<file path="config.mk">
export PLATFORM = sky130hd
export DESIGN_NAME = rsfl_rail_sequencer
export DESIGN_NICKNAME = d
export VERILOG_FILES = /design/src/rsfl_rail_sequencer.v
export VERILOG_INCLUDE_DIRS = /design/src
export SDC_FILE = /design/constraint.sdc
export NUM_CORES = 1
export LEC_CHECK = 0
export ABC_AREA = 1
export BUFFER_PORTS_ARGS = -buffer_cell sky130_fd_sc_hd__buf_2
export CAP_MARGIN = 25
export CORE_UTILIZATION = 39
export DETAILED_ROUTE_END_ITERATION = 10
export PLACE_DENSITY = 0.64
export SYNTH_ARGS = -nofsm -noshare
export SYNTH_HDL_FRONTEND = slang
export SYNTH_SLANG_ARGS = --single-unit
</file>
<file path="constraint.sdc">
create_clock -name aclk -period 1.91 [get_ports aclk]
set_input_delay 0 -clock aclk [delete_from_list [all_inputs] [get_ports aclk]]
set_output_delay 0 -clock aclk [all_outputs]
set_load 0.03 [all_outputs]
</file>
<file path="src/rsfl_defines.vh">
// constants for the rail sequencing and fault latch block
`ifndef RSFL_DEFINES_VH
`define RSFL_DEFINES_VH

// timing
`define RSFL_CLK_PERIOD_NS 8
`define RSFL_SAMPLE_DELAY_NS 50
`define RSFL_SAMPLE_CYCLES \
    ((`RSFL_SAMPLE_DELAY_NS + `RSFL_CLK_PERIOD_NS - 1) / `RSFL_CLK_PERIOD_NS)
`define RSFL_UV_DELAY_NS 2000
`define RSFL_UV_CYCLES (`RSFL_UV_DELAY_NS / `RSFL_CLK_PERIOD_NS)
`define RSFL_OC_SKIP_CYCLES 8

// register byte offsets
`define RSFL_ADDR_STATE 8'h00
`define RSFL_ADDR_IRQ_STATUS 8'h04
`define RSFL_ADDR_IRQ_MASK 8'h08
`define RSFL_ADDR_CTRL 8'h0C

// irq status / mask bit positions
`define RSFL_IRQ_OC_5V 0
`define RSFL_IRQ_OC_3V3 1
`define RSFL_IRQ_UV 2
`define RSFL_IRQ_OV_5V 3
`define RSFL_IRQ_OV_3V3 4
`define RSFL_IRQ_W 5

// reset values
`define RSFL_CTRL_RESET 2'h3
`define RSFL_MASK_RESET 5'h00

// axi responses
`define RSFL_RESP_OKAY 2'h0
`define RSFL_RESP_SLVERR 2'h2

`endif

</file>
<file path="src/rsfl_rail_sequencer.v">
// rail sequencing, current limit, fault latch logic with an axi4-lite register slave
`include "rsfl_defines.vh"
`default_nettype none

module rsfl_rail_sequencer (
    // clock and reset
    input wire aclk,
    input wire aresetn,
    // control pins
    input wire master_shutdown_n,
    input wire rail_5v_enable_n,
    input wire rail_3v3_enable_n,
    // switching oscillator and per-rail analog comparators, bit 0 = 5v, bit 1 = 3v3
    input wire osc_tick,
    input wire [1:0] pwm_request,
    input wire [1:0] overcurrent_sense,
    input wire [1:0] undervoltage_sense,
    input wire [1:0] overvoltage_sense,
    // gate drives and rail enables
    output reg [1:0] upper_gate_drive,
    output reg [1:0] lower_gate_drive,
    output reg standby_5v_enable,
    output reg standby_3v3_enable,
    output reg boost_enable,
    output reg low_power_mode,
    output reg irq,
    // axi4-lite write address
    input wire [7:0] s_axi_awaddr,
    input wire s_axi_awvalid,
    output reg s_axi_awready,
    // axi4-lite write data
    input wire [31:0] s_axi_wdata,
    input wire [3:0] s_axi_wstrb,
    input wire s_axi_wvalid,
    output reg s_axi_wready,
    // axi4-lite write response
    output reg [1:0] s_axi_bresp,
    output reg s_axi_bvalid,
    input wire s_axi_bready,
    // axi4-lite read address
    input wire [7:0] s_axi_araddr,
    input wire s_axi_arvalid,
    output reg s_axi_arready,
    // axi4-lite read data
    output reg [31:0] s_axi_rdata,
    output reg [1:0] s_axi_rresp,
    output reg s_axi_rvalid,
    input wire s_axi_rready
);

    ////////////////////////////////////////////////////////////////////////////////
    // constants and states

    localparam integer SAMPLE_INT = `RSFL_SAMPLE_CYCLES;
    localparam integer SKIP_INT = `RSFL_OC_SKIP_CYCLES;
    localparam integer UV_INT = `RSFL_UV_CYCLES;
    localparam [3:0] SAMPLE_CNT = SAMPLE_INT[3:0];
    localparam [3:0] SKIP_CNT = SKIP_INT[3:0];
    localparam [8:0] UV_CNT = UV_INT[8:0];

    localparam [2:0] ST_SHUTDOWN = 3'h1;
    localparam [2:0] ST_RUN = 3'h2;
    localparam [2:0] ST_UV_LATCH = 3'h4;

    // register select: 0 state, 1 irq status, 2 irq mask, 3 ctrl, 4 unmapped
    function [2:0] reg_sel;
        input [7:0] addr;
        begin
            case (addr)
                `RSFL_ADDR_STATE: reg_sel = 3'h0;
                `RSFL_ADDR_IRQ_STATUS: reg_sel = 3'h1;
                `RSFL_ADDR_IRQ_MASK: reg_sel = 3'h2;
                `RSFL_ADDR_CTRL: reg_sel = 3'h3;
                default: reg_sel = 3'h4;
            endcase
        end
    endfunction

    ////////////////////////////////////////////////////////////////////////////////
    // declarations

    reg [2:0] state;
    reg [2:0] next_state;
    reg [8:0] uv_cnt;
    reg [3:0] samp_cnt [0:1];
    reg [3:0] skip_cnt [0:1];
    reg [1:0] held_over;
    reg [1:0] oc_latch;
    reg [1:0] ov_prev;
    reg [1:0] ctrl_enable;
    reg [4:0] irq_status;
    reg [4:0] irq_mask;
    reg [4:0] events;
    reg [1:0] rail_on;
    reg [1:0] next_upper;
    reg [1:0] next_lower;
    reg [7:0] aw_addr;
    reg [31:0] w_data;
    reg [3:0] w_strb;
    reg wr_fire;
    reg aw_done;
    reg w_done;
    reg [4:0] w1c;
    wire [1:0] rail_pin;
    integer i;
    integer j;
    integer k;

    assign rail_pin = {rail_3v3_enable_n, rail_5v_enable_n};

    ////////////////////////////////////////////////////////////////////////////////
    // mode state machine

    always @* begin
        case (state)
            ST_SHUTDOWN: begin
                next_state = master_shutdown_n ? ST_RUN : ST_SHUTDOWN;
            end
            ST_RUN: begin
                if (!master_shutdown_n) begin
                    next_state = ST_SHUTDOWN;
                end else if (uv_cnt == UV_CNT) begin
                    next_state = ST_UV_LATCH;
                end else begin
                    next_state = ST_RUN;
                end
            end
            ST_UV_LATCH: begin
                // only a master shutdown pulse or power cycle clears the latch
                next_state = master_shutdown_n ? ST_UV_LATCH : ST_SHUTDOWN;
            end
            default: begin
                next_state = ST_SHUTDOWN;
            end
        endcase
    end

    ////////////////////////////////////////////////////////////////////////////////
    // gate drive decisions

    always @* begin
        for (i = 0; i < 2; i = i + 1) begin
            rail_on[i] = (state == ST_RUN) && master_shutdown_n && rail_pin[i]
                && ctrl_enable[i] && !oc_latch[i];
            // skipping suppresses the high-side pulse, holding current at the limit
            next_upper[i] = rail_on[i] && pwm_request[i] && !held_over[i]
                && !overvoltage_sense[i] && (next_state == ST_RUN);
            // crowbar has no latch, so it follows the comparator cycle by cycle
            next_lower[i] = !next_upper[i]
                && ((rail_on[i] && !pwm_request[i] && (next_state == ST_RUN))
                || (overvoltage_sense[i] && (state != ST_SHUTDOWN)
                && master_shutdown_n));
        end
    end

    always @* begin
        events = 5'h00;
        for (j = 0; j < 2; j = j + 1) begin
            events[`RSFL_IRQ_OC_5V + j] = rail_on[j] && held_over[j] && osc_tick
                && (skip_cnt[j] == SKIP_CNT - 4'h1);
            events[`RSFL_IRQ_OV_5V + j] = overvoltage_sense[j] && !ov_prev[j];
        end
        events[`RSFL_IRQ_UV] = (state == ST_RUN) && (next_state == ST_UV_LATCH);
    end

    ////////////////////////////////////////////////////////////////////////////////
    // fault tracking and outputs

    always @(posedge aclk) begin
        if (!aresetn) begin
            state <= ST_SHUTDOWN;
            uv_cnt <= 9'h000;
            held_over <= 2'h0;
            oc_latch <= 2'h0;
            ov_prev <= 2'h0;
            upper_gate_drive <= 2'h0;
            lower_gate_drive <= 2'h0;
            standby_5v_enable <= 1'b0;
            standby_3v3_enable <= 1'b0;
            boost_enable <= 1'b0;
            low_power_mode <= 1'b1;
            for (k = 0; k < 2; k = k + 1) begin
                samp_cnt[k] <= 4'h0;
                skip_cnt[k] <= 4'h0;
            end
        end else begin
            state <= next_state;
            ov_prev <= overvoltage_sense;
            // qualify only while a main rail is driven and the level stays low
            if ((state == ST_RUN) && (|rail_on) && (|undervoltage_sense)) begin
                if (uv_cnt != UV_CNT) begin
                    uv_cnt <= uv_cnt + 9'h001;
                end
            end else begin
                uv_cnt <= 9'h000;
            end
            for (k = 0; k < 2; k = k + 1) begin
                if (!lower_gate_drive[k]) begin
                    samp_cnt[k] <= 4'h0;
                end else if (samp_cnt[k] != SAMPLE_CNT) begin
                    samp_cnt[k] <= samp_cnt[k] + 4'h1;
                end
                if (!rail_on[k]) begin
                    held_over[k] <= 1'b0;
                end else if (lower_gate_drive[k] && (samp_cnt[k] == SAMPLE_CNT - 4'h1)) begin
                    held_over[k] <= overcurrent_sense[k];
                end
                if (!rail_on[k] || !held_over[k]) begin
                    skip_cnt[k] <= 4'h0;
                end else if (osc_tick) begin
                    skip_cnt[k] <= skip_cnt[k] + 4'h1;
                end
                if (!master_shutdown_n) begin
                    oc_latch[k] <= 1'b0;
                end else if (events[`RSFL_IRQ_OC_5V + k]) begin
                    oc_latch[k] <= 1'b1;
                end
            end
            upper_gate_drive <= next_upper;
            lower_gate_drive <= next_lower;
            standby_5v_enable <= master_shutdown_n;
            standby_3v3_enable <= master_shutdown_n;
            boost_enable <= rail_on[0] && (next_state == ST_RUN);
            low_power_mode <= !master_shutdown_n;
        end
    end

    ////////////////////////////////////////////////////////////////////////////////
    // interrupt status, mask and control

    always @* begin
        w1c = 5'h00;
        if (wr_fire && w_strb[0] && (reg_sel(aw_addr) == 3'h1)) begin
            w1c = w_data[4:0];
        end
    end

    always @(posedge aclk) begin
        if (!aresetn) begin
            irq_status <= 5'h00;
            irq_mask <= `RSFL_MASK_RESET;
            ctrl_enable <= `RSFL_CTRL_RESET;
            irq <= 1'b0;
        end else begin
            // a new event in the clearing cycle stays set
            irq_status <= (irq_status & ~w1c) | events;
            if (wr_fire && w_strb[0] && (reg_sel(aw_addr) == 3'h2)) begin
                irq_mask <= w_data[4:0];
            end
            if (wr_fire && w_strb[0] && (reg_sel(aw_addr) == 3'h3)) begin
                ctrl_enable <= w_data[1:0];
            end
            irq <= |(irq_status & irq_mask);
        end
    end

    ////////////////////////////////////////////////////////////////////////////////
    // axi4-lite slave

    always @* begin
        // only a write whose two halves are both in may fire, never idle readies after reset
        wr_fire = aw_done && w_done && !s_axi_bvalid;
    end

    always @(posedge aclk) begin
        if (!aresetn) begin
            s_axi_awready <= 1'b0;
            s_axi_wready <= 1'b0;
            s_axi_bvalid <= 1'b0;
            s_axi_bresp <= `RSFL_RESP_OKAY;
            s_axi_arready <= 1'b0;
            s_axi_rvalid <= 1'b0;
            s_axi_rresp <= `RSFL_RESP_OKAY;
            s_axi_rdata <= 32'h0000_0000;
            aw_addr <= 8'h00;
            w_data <= 32'h0000_0000;
            w_strb <= 4'h0;
            aw_done <= 1'b0;
            w_done <= 1'b0;
        end else begin
            // readies rise one cycle after reset, and again after each response
            if (s_axi_bvalid) begin
                if (s_axi_bready) begin
                    s_axi_bvalid <= 1'b0;
                    s_axi_awready <= 1'b1;
                    s_axi_wready <= 1'b1;
                end
            end else if (wr_fire) begin
                s_axi_bvalid <= 1'b1;
                s_axi_bresp <= (reg_sel(aw_addr) == 3'h4) ? `RSFL_RESP_SLVERR
                    : `RSFL_RESP_OKAY;
                aw_done <= 1'b0;
                w_done <= 1'b0;
            end else begin
                if (s_axi_awready && s_axi_awvalid) begin
                    s_axi_awready <= 1'b0;
                    aw_done <= 1'b1;
                    aw_addr <= s_axi_awaddr;
                end else if (!s_axi_awready && !aw_done) begin
                    s_axi_awready <= 1'b1;
                end
                if (s_axi_wready && s_axi_wvalid) begin
                    s_axi_wready <= 1'b0;
                    w_done <= 1'b1;
                    w_data <= s_axi_wdata;
                    w_strb <= s_axi_wstrb;
                end else if (!s_axi_wready && !w_done) begin
                    s_axi_wready <= 1'b1;
                end
            end
            if (s_axi_rvalid) begin
                if (s_axi_rready) begin
                    s_axi_rvalid <= 1'b0;
                    s_axi_arready <= 1'b1;
                end
            end else if (s_axi_arready && s_axi_arvalid) begin
                s_axi_arready <= 1'b0;
                s_axi_rvalid <= 1'b1;
                s_axi_rresp <= `RSFL_RESP_OKAY;
                case (reg_sel(s_axi_araddr))
                    3'h0: s_axi_rdata <= {20'h0_0000, state, oc_latch, held_over,
                        lower_gate_drive, upper_gate_drive, 1'b0};
                    3'h1: s_axi_rdata <= {27'h000_0000, irq_status};
                    3'h2: s_axi_rdata <= {27'h000_0000, irq_mask};
                    3'h3: s_axi_rdata <= {30'h0000_0000, ctrl_enable};
                    default: begin
                        s_axi_rdata <= 32'h0000_0000;
                        s_axi_rresp <= `RSFL_RESP_SLVERR;
                    end
                endcase
            end else if (!s_axi_arready) begin
                s_axi_arready <= 1'b1;
            end
        end
    end

endmodule // rsfl_rail_sequencer

`default_nettype wire

</file>
==> results of run 1 <==
cell type report:
class | instances | area (um^2)
repair buffers | 101 | 658
multi-input cells | 358 | 1780
inverters | 50 | 188
clock buffers | 11 | 153
clock inverters | 5 | 42.5
flip-flops and latches | 89 | 1940
fillers | 988 | 5020
well taps | 133 | 166
worst max-delay path: stages (launching register included):
cell and delay (ns):
edfxtp_1 0.40, ha_1 0.19, nand2_1 0.06, o211ai_1 0.33, nand3_1 0.25
power groups by stage:
stage / sequential [mW] / combinational [mW] / clock, mW
6_report: 2.00 / 0.399 / 1.26
5_1_grt: 2.01 / 0.446 / 1.40
4_1_cts: 2.00 / 0.398 / 1.31
3_5_place_dp: 2.04 / 0.354 / 0
3_3_place_gp: 2.04 / 0.349 / 0
2_1_floorplan: 2.06 / 0.260 / 0
metal layers:
metal | track usage, % | wire length, um | up-vias
met3 | 3.63 | 364 | 10
met1 | 21.1 | 4070 | 1600
met4 | 4.90 | 93 | 0
met2 | 28.1 | 3990 | 89
met5 | 0 | 0 | -
li1 | - | - | 1827
cell families after synthesis:
kind of cell             after synthesis  synth area share, %
other                                  1               0.0923
XOR/XNOR                               6                 1.29
AND/OR/NAND/NOR                      247                 28.1
buffers and inverters                 85                 10.2
flip-flops                            89                 47.8
AO/OA/AOI/OAI                         75                 10.0
adder cells (fa/ha/maj)                8                 2.46
flip-flops by register name (all words and copies together) (netlist names), 3 cells and up:
register	cells
s_axi_rdata	12
uv_cnt	9
aw_addr	8
samp_cnt	8
skip_cnt	8
irq_mask	5
irq_status	5
w_data	5
state	3
path summary, 6_finish.rpt:
check | from | to | slack [ns]
worst max-delay path | samp_cnt[0][0] | samp_cnt[0][2] | 0.39
worst min-delay path | undervoltage_sense[0] | uv_cnt[3] | 0.07
worst min register to register | ov_prev[1] | irq_status[4] | 0.42
worst max register to register | samp_cnt[0][0] | samp_cnt[0][2] | 0.39
cells in the mapped netlist, types with 3 or more instances:
cell	count
or2_2	3
ha_1	8
inv_1	48
o21ai_0	28
nand4_1	7
nand3_1	49
dfxtp_1	73
clkbuf_1	5
nor3_1	6
a21oi_1	37
o211ai_1	3
nand2_1	80
xor2_1	5
edfxtp_1	16
buf_2	5
nor2_4	5
nor3_2	3
nand2_2	6
buf_4	24
nor2_1	81
layout by cell type (no fill, tap or decap), types with 2 or more instances in the layout:
cell	synthesis	routed
nor2_4	5	5
nand3_1	49	49
buf_2	5	68
a21oi_1	37	37
o21ai_0	28	28
dlygate4sd3_1	0	28
ha_1	8	8
nand2_2	6	6
nor3_2	3	3
buf_4	24	5
conb_1	1	22
clkbuf_8	0	9
xor2_1	5	5
nor3b_1	2	2
dfxtp_1	73	73
edfxtp_1	16	16
nor2_1	81	81
inv_1	48	48
nand4_1	7	7
or2_2	3	3
o211ai_1	3	3
inv_6	0	2
nor3_1	6	6
nand2_1	80	80
per-stage QoR:
step                worst slack, ns  cell area [um^2]  cells
floorplan                     0.417              4140    532
global placement              0.445              4460    703
detailed placement            0.374              4460    703
CTS                           0.354              4930    747
global route                  0.211              4930    747
finish                        0.392              4930    747
==> reports/metrics.yaml, run 1 <==
hold-path-cell-count: 3
diodes: 0
vias: 3526
synth-edff-count: 16
total_power_mw: 3.66
rsz0062_at_grt: "false"
cts.sinks: 89
syn-cell-area_um2: 4060
seqPwrFrac_pct: 54.6
cts_made_buffers: 9
initial_core_util_pct: 40.8
seq_area_frac_synth_pct: 47.8
power_density_nw_per_um2: 742
maxCapViolCount: 0
power_switching_mw: 0.992
startpoint_type: "register"
post-route-util_pct: 49.5
leakage_nw: 2.14
drc_errors: 0
chipHeight_um: 104
coreArea_um2: 9950
ys_warn_count: 0
async_reset_ff_share_pct: 0
drive_gt1_share_pct: 18.1
setup_violations: 0
hpwl_mm: 6.31
max-vdd-ir-drop_mv: 0.418
outcome: "completed"
hp-class: "in -> reg"
cts_hold_buf: 28
skew_ns: 0.0134
finalWirelength_mm: 8.52
clk_path_buf_depth: 2
ys_top_cells_by_area: "dfxtp_1 36%, edfxtp_1 12%, nor2_1 7.5%"
fin_crit_sh_pct: 79.5
grt_pass1_vias: 3315
timing.hold.ws_ns: 0.0716
ys_seq_elements: 89
die_w_um: 104
antenna_left: 0
drt-pass1-iter-count: 4
clock_latency_ns: 0.36
max_freq_mhz: 659
hold_violations: 0
clk_pin_slew_ns: 0.09
crit_path_max_fanout: 5
internal-power_mw: 2.67
antenna_found_initial: 0
via_per_inst: 4.72
gp_congestion: 0.781
die_area_um2: 10800
cts_resized: 0
worstPathArrival_ns: 1.58
cts_setup_buffers: 0
numPortBuffers: 68
syn_inst: 511
htreeDepth: 3
yosys.area.top_type: "dfxtp_1"
switching_share_pct: 27.1
grt_start_max_net_pins: 24
finalSetupTns_ns: 0
required_ns: 1.97
yosysUniqueCellTypes: 38
layout.nets: 688
end_kind: "register"
grt_pass1_wl_mm: 14.7
row_count: 36
wl_per_cell_um: 11.4
pwr-share-comb_pct: 10.9
first_iter_violations: 150
ff2ff_path_depth: 4
yosysTopAreaCellShare_pct: 36.0
cts_tree: "done"
synth_flop_cell: "dfxtp_1"
ioPinCount: 121
syn2layout_area_growth_pct: 21.4
crit_type: "reg -> reg"
grt_use_total_pct: 16.6
final-max-slew-violation-count: 0
period_needed_ns: 1.52
grt_overflow: 0
clock-root-buffer: "clkbuf_8"
syn_area_per_cell_um2: 7.95
power_frac_clock_pct: 34.5
No activity file was read; power rests on OpenSTA's default activity.
==> run 2: changes to the inputs <==
--- a/config.mk
+++ b/config.mk
@@ -11,7 +11,7 @@
 export CAP_MARGIN = 25
 export CORE_UTILIZATION = 39
 export DETAILED_ROUTE_END_ITERATION = 10
-export PLACE_DENSITY = 0.64
+export PLACE_DENSITY = 0.67
 export SYNTH_ARGS = -nofsm -noshare
 export SYNTH_HDL_FRONTEND = slang
 export SYNTH_SLANG_ARGS = --single-unit
==> constraint.sdc (replaced) <==
create_clock -name aclk -period 1.3 [get_ports aclk]
set_input_delay 0 -clock aclk [delete_from_list [all_inputs] [get_ports aclk]]
set_output_delay 0 -clock aclk [all_outputs]
set_load 0.03 [all_outputs]
==> reports/metrics.yaml, run 2 (synthesis gave the netlist of run 1 again) <==
outcome: "complete, but fails checks"  # was completed
failed_checks: "hold timing, setup timing"
fin_crit_sh_pct: 106  # was 79.5%
htreeDepth: 3  # unchanged
layout.nets: 726  # was 688
vias: 3738  # was 3526
end_kind: "register"  # unchanged
first_iter_violations: 156  # was 150
grt_pass1_vias: 3567  # was 3315
ff2ff_path_depth: 7  # was 4
syn2layout_area_growth_pct: 35.7  # was 21.4%
startpoint_type: "register"  # unchanged
clk_path_buf_depth: 2  # unchanged
drc_errors: 0  # unchanged
grt_use_total_pct: 17.8  # was 16.6%
diodes: 0  # unchanged
holdCritStartpoint: "s_axi_awvalid"  # was undervoltage_sense[0]
cts_made_buffers: 9  # unchanged
seq_area_um2: 1960  # was 1940 um^2
clock_latency_ns: 0.36  # about the same
top_regs: "s_axi_rdata (12), uv_cnt (9)"  # unchanged
grt_pass1_wl_mm: 15.8  # was 14.7 mm
skew_ns: 0.0138  # was 0.0134 ns
max-vdd-ir-drop_mv: 0.724  # was 0.418 mV
via_per_inst: 4.77  # was 4.72
r2r_start: "state[2]"  # was samp_cnt[0][0]
clock-root-buffer: "clkbuf_8"  # unchanged
drt-pass1-iter-count: 4  # unchanged
clk_pin_slew_ns: 0.09  # about the same
chipHeight_um: 104  # unchanged
die_area_um2: 10800  # unchanged
initial_core_util_pct: 40.8  # unchanged
largest_reg_flops: 12  # unchanged
crit_type: "reg -> reg"  # unchanged
row_count: 36  # unchanged
antenna_found_initial: 0  # unchanged
numPortBuffers: 68  # unchanged
hold_violations: 1  # was 0
period_needed_ns: 1.38  # was 1.52 ns
crit_path_start: "state[2]"  # was samp_cnt[0][0]
final-max-slew-violation-count: 0  # unchanged
ioPinCount: 121  # unchanged
setup_violations: 30  # was 0
postPlaceCellArea_um2: 4670  # was 4460 um^2
grt_start_max_net_pins: 24  # unchanged
maxCapViolCount: 0  # unchanged
drive_gt1_share_pct: 34.1  # was 18.1%
required_ns: 1.51  # was 1.97 ns
gp_congestion: 0.875  # was 0.781
wl_per_cell_um: 12.5  # was 11.4 um
multiInputGateArea_um2: 2060  # was 1780 um^2
grt_overflow: 0  # unchanged
crit_path_max_fanout: 4  # was 5
timing.hold.ws_ns: -0.00129  # was 0.0716 ns
final_common_cell: "nand2_1"  # was nor2_1
timing.rr.end: "skip_cnt[0][2]"  # was samp_cnt[0][2]
power_density_nw_per_um2: 1010  # was 742 nW/um^2
max_freq_mhz: 727  # was 659 MHz
total_power_mw: 5.54  # was 3.66 mW
regMostFlops: "s_axi_rdata"  # unchanged
n_fill_cell: 896  # was 988
antenna_left: 0  # unchanged
layout_common_cells: "72 x nand2_1, 68 x buf_2, 63 x nor2_1, 60 x dfxtp_1"  # was 81 x nor2_1, 80 x nand2_1, 73 x dfxtp_1, 68 x buf_2, 49 x nand3_1
hold-path-cell-count: 5  # was 3
hpwl_mm: 6.79  # was 6.31 mm
rsz0062_at_grt: "true"  # was false
layout_setup_ws_ns: -0.0752  # was 0.392 ns
cts.sinks: 89  # unchanged
hp-class: "in -> reg"  # unchanged
leakage_nw: 2.37  # was 2.14 nW
cts_tree: "done"  # unchanged
hold_end: "aw_done"  # was uv_cnt[3]
coreArea_um2: 9950  # unchanged
worstPathArrival_ns: 1.59  # was 1.58 ns
rrSetupSlack_ns: -0.08  # was 0.39 ns
die_w_um: 104  # unchanged
final_cell_area_um2: 5510  # was 4930 um^2
finalWirelength_mm: 9.76  # was 8.52 mm
[run 2: changes by cell type in the layout (fill, tap and decap cells not counted), sizes merged]
cell / change
dlygate4sd3: -2
clkbuf: +1
buf: +40
bufinv: +1
clkinv: -1
inv: -2
[run 2: timing repair]
| action | CTS | global route |
|---|---|---|
| hold buffers | 26 | 0 |
| resized for setup | 21 | 76 |
| pin swaps | 9 | 22 |
| setup buffers | 7 | 7 |
| endpoints found under the hold margin | 31 | 0 |
| setup endpoints to repair | 44 | 64 |
[run 2: report_power, final]
group          switching, mW  leakage (nW)  total, mW  internal, mW
Clock                  0.940        0.0968       1.87         0.931
Combinational          0.450          1.48      0.722         0.272
Sequential            0.0637         0.796       2.95          2.88
[run 2: worst max-delay path by stage]
stage / to / depth (start not counted)
2_1_floorplan: samp_cnt[0][0] / 4
3_3_place_gp: samp_cnt[0][2] / 4
3_5_place_dp: samp_cnt[0][3] / 4
4_1_cts: samp_cnt[0][2] / 5
5_1_grt: skip_cnt[0][0] / 4
6_report: skip_cnt[0][2] / 7
[run 2: area by class of cell]
type / instances / share of cell area (%)
multi-input combinational: 358 / 37.3
timing repair buffer: 139 / 17.2
inverter: 50 / 3.45
clock buffer: 12 / 2.63
clock inverter: 3 / 0.749
sequential: 89 / 35.6
tap: 133 / 3.02
[run 2: metal layers]
layer	global-route usage, %	wire length (um)
met5	0	0
met4	6.12	194
met3	3.63	443
met2	32.1	4880
met1	20.9	4240
[run 2: metrics by stage]
step                      setup WS (ns)  setup TNS [ns]  utilization (%)  std cells  hold WS (ns)
after detailed placement         -0.172           -1.26             46.9        730         0.227
after floorplan                 -0.0548          -0.236                -        532         0.107
final                           -0.0752          -0.875             55.4        784      -0.00129
after CTS                       -0.0767          -0.786             52.6        778       0.00447
after global placement          -0.0709          -0.456             46.9        730         0.222
after global routing             -0.168           -3.68             55.4        784        0.0392
[run 2: critical path: stages, from the launching register on]
cell	delay [ns]
dfxtp_2	0.34
nor3_4	0.23
nand2_4	0.11
nor2_4	0.14
nand2_2	0.08
nor2_4	0.13
nand2_4	0.09
nor3_2	0.11
==> run 3: changes to the inputs <==
==> constraint.sdc (replaced) <==
create_clock -name aclk -period 1.3 [get_ports aclk]
set_input_delay 0.195 -clock aclk [delete_from_list [all_inputs] [get_ports aclk]]
set_output_delay 0.195 -clock aclk [all_outputs]
set_load 0.03 [all_outputs]
==> reports/metrics.yaml, run 3 (synthesis gave the netlist of run 1 again) <==
total_power_mw: 5.50  # was 5.54 mW
max-vdd-ir-drop_mv: 0.577  # was 0.724 mV
required_ns: 1.41  # was 1.51 ns
syn2layout_area_growth_pct: 28.3  # was 35.7%
hpwl_mm: 6.70  # was 6.79 mm
worstPathArrival_ns: 1.45  # was 1.59 ns
grt_overflow: 0  # unchanged
hold_violations: 0  # was 1
timing.hold.ws_ns: 0.0591  # was -0.00129 ns
cts_tree: "done"  # unchanged
layout.nets: 698  # was 726
gp_congestion: 0.821  # was 0.875
clk_pin_slew_ns: 0.09  # about the same
cp_cell_sequence: "ha_2 > nand2_2 > o211ai_1 > buf_4 > o21bai_1 > a21oi_1"  # was nor3_4 > nand2_4 > nor2_4 > nand2_2 > nor2_4 > nand2_4 > nor3_2
post-route-util_pct: 52.3  # was 55.4%
grt_use_total_pct: 16.6  # was 17.8%
cpPeakStageDelay_ns: 0.36  # was 0.34 ns
clock_latency_ns: 0.36  # about the same
diodes: 0  # unchanged
coreArea_um2: 9950  # unchanged
row_count: 36  # unchanged
grt_pass1_wl_mm: 14.6  # was 15.8 mm
ff2ff_path_depth: 6  # was 7
die_area_um2: 10800  # unchanged
crit_path_max_fanout: 4  # unchanged
hp-class: "in -> reg"  # unchanged
end_kind: "register"  # unchanged
cts.sinks: 89  # unchanged
numPortBuffers: 68  # unchanged
ioPinCount: 121  # unchanged
outcome: "complete, but fails checks"  # unchanged
maxCapViolCount: 0  # unchanged
final_common_cell: "nand2_1"  # unchanged
grt_start_max_net_pins: 24  # unchanged
final_cell_area_um2: 5210  # was 5510 um^2
drt-pass1-iter-count: 7  # was 4
cp_num_buf_inv: 1  # was 0
top_regs: "s_axi_rdata (12), uv_cnt (9)"  # unchanged
wl_per_cell_um: 11.9  # was 12.5 um
max_freq_mhz: 745  # was 727 MHz
clock-root-buffer: "clkbuf_8"  # unchanged
setup_violations: 22  # was 30
crit_type: "reg -> reg"  # unchanged
via_per_inst: 4.73  # was 4.77
initial_core_util_pct: 40.8  # unchanged
clk_path_buf_depth: 2  # unchanged
power_density_nw_per_um2: 1060  # was 1010 nW/um^2
antenna_left: 0  # unchanged
vias: 3584  # was 3738
largest_reg_flops: 12  # unchanged
first_iter_violations: 142  # was 156
preCtsSetupSlack_ns: -0.152  # was -0.172 ns
htreeDepth: 3  # unchanged
drive_gt1_share_pct: 33.8  # was 34.1%
leakage_nw: 2.27  # was 2.37 nW
die_w_um: 104  # unchanged
fin_crit_sh_pct: 103  # was 106%
layout_common_cells: "71 x nand2_1, 68 x buf_2, 67 x nor2_1, 61 x dfxtp_1, 45 x nand3_1"  # was 72 x nand2_1, 68 x buf_2, 63 x nor2_1, 60 x dfxtp_1
critical_path_depth: 6  # was 7
grt_pass1_vias: 3306  # was 3567
antenna_found_initial: 0  # unchanged
slowest_stage: "edfxtp_1"  # was dfxtp_2
skew_ns: 0.00913  # was 0.0138 ns
startpoint_type: "register"  # unchanged
rsz0062_at_grt: "true"  # unchanged
layout_setup_ws_ns: -0.0418  # was -0.0752 ns
regMostFlops: "s_axi_rdata"  # unchanged
cts_hold_buf: 0  # was 26
postPlaceCellArea_um2: 4700  # was 4670 um^2
finalWirelength_mm: 9.00  # was 9.76 mm
chipHeight_um: 104  # unchanged
drc_errors: 0  # unchanged
hold-path-cell-count: 3  # was 5
failed_checks: "setup timing"  # was hold timing, setup timing
final-max-slew-violation-count: 0  # unchanged
cts_made_buffers: 9  # unchanged
critPathTopFamily: "flip-flops"  # was simple AND/OR/NAND/NOR gates
period_needed_ns: 1.34  # was 1.38 ns
run 3: changes by cell type in the layout (fill, tap and decap cells not counted), sizes merged:
cell / before / now
buf: 113 / 111
clkinvlp: 0 / 1
dlygate4sd3: 26 / 0
run 3: final timing paths:
kind	slack, ns	startpoint	to
worst min register to register	0.43	ov_prev[0]	irq_status[3]
worst max-delay path	-0.04	samp_cnt[0][0]	samp_cnt[0][3]
worst min-delay path	0.06	s_axi_wdata[2]	w_data[2]
worst max register to register	-0.04	samp_cnt[0][0]	samp_cnt[0][3]
run 3: final cells by class:
class	instances	area, um^2
Fill cell	959	4740
Multi-Input combinational cell	358	2010
Sequential cell	89	1960
Timing Repair Buffer	111	691
Inverter	50	190
Tap cell	133	166
Clock buffer	12	145
Clock inverter	4	51.3
run 3: stage by stage:
stage               setup TNS, ns  cells
detailed placement          -1.29    732
finish                     -0.488    757
global placement           -0.408    732
global route                -2.95    757
floorplan                  -0.236    532
CTS                        -0.614    751
run 3: metal layers:
layer	wire length, um	track usage [%]
met4	98	5.20
met2	4390	28.1
met1	4120	20.8
met3	391	3.70
met5	0	0
run 3: power breakdown:
group / switching (mW) / internal, mW / total [mW] / leakage (nW)
logic: 0.429 / 0.217 / 0.646 / 1.38
clock network: 0.968 / 0.947 / 1.91 / 0.0970
registers: 0.0589 / 2.88 / 2.94 / 0.796
run 3: tightest hold or removal path, stage by stage:
cell and delay [ns]:
buf_2 0.08, nor2_1 0.03, nor2_1 0.08
run 3: timing repair:
item | CTS | global route
endpoints found under the setup margin | 42 | 62
resized for setup | 18 | 68
setup buffers | 3 | 7
pin swaps | 6 | 14
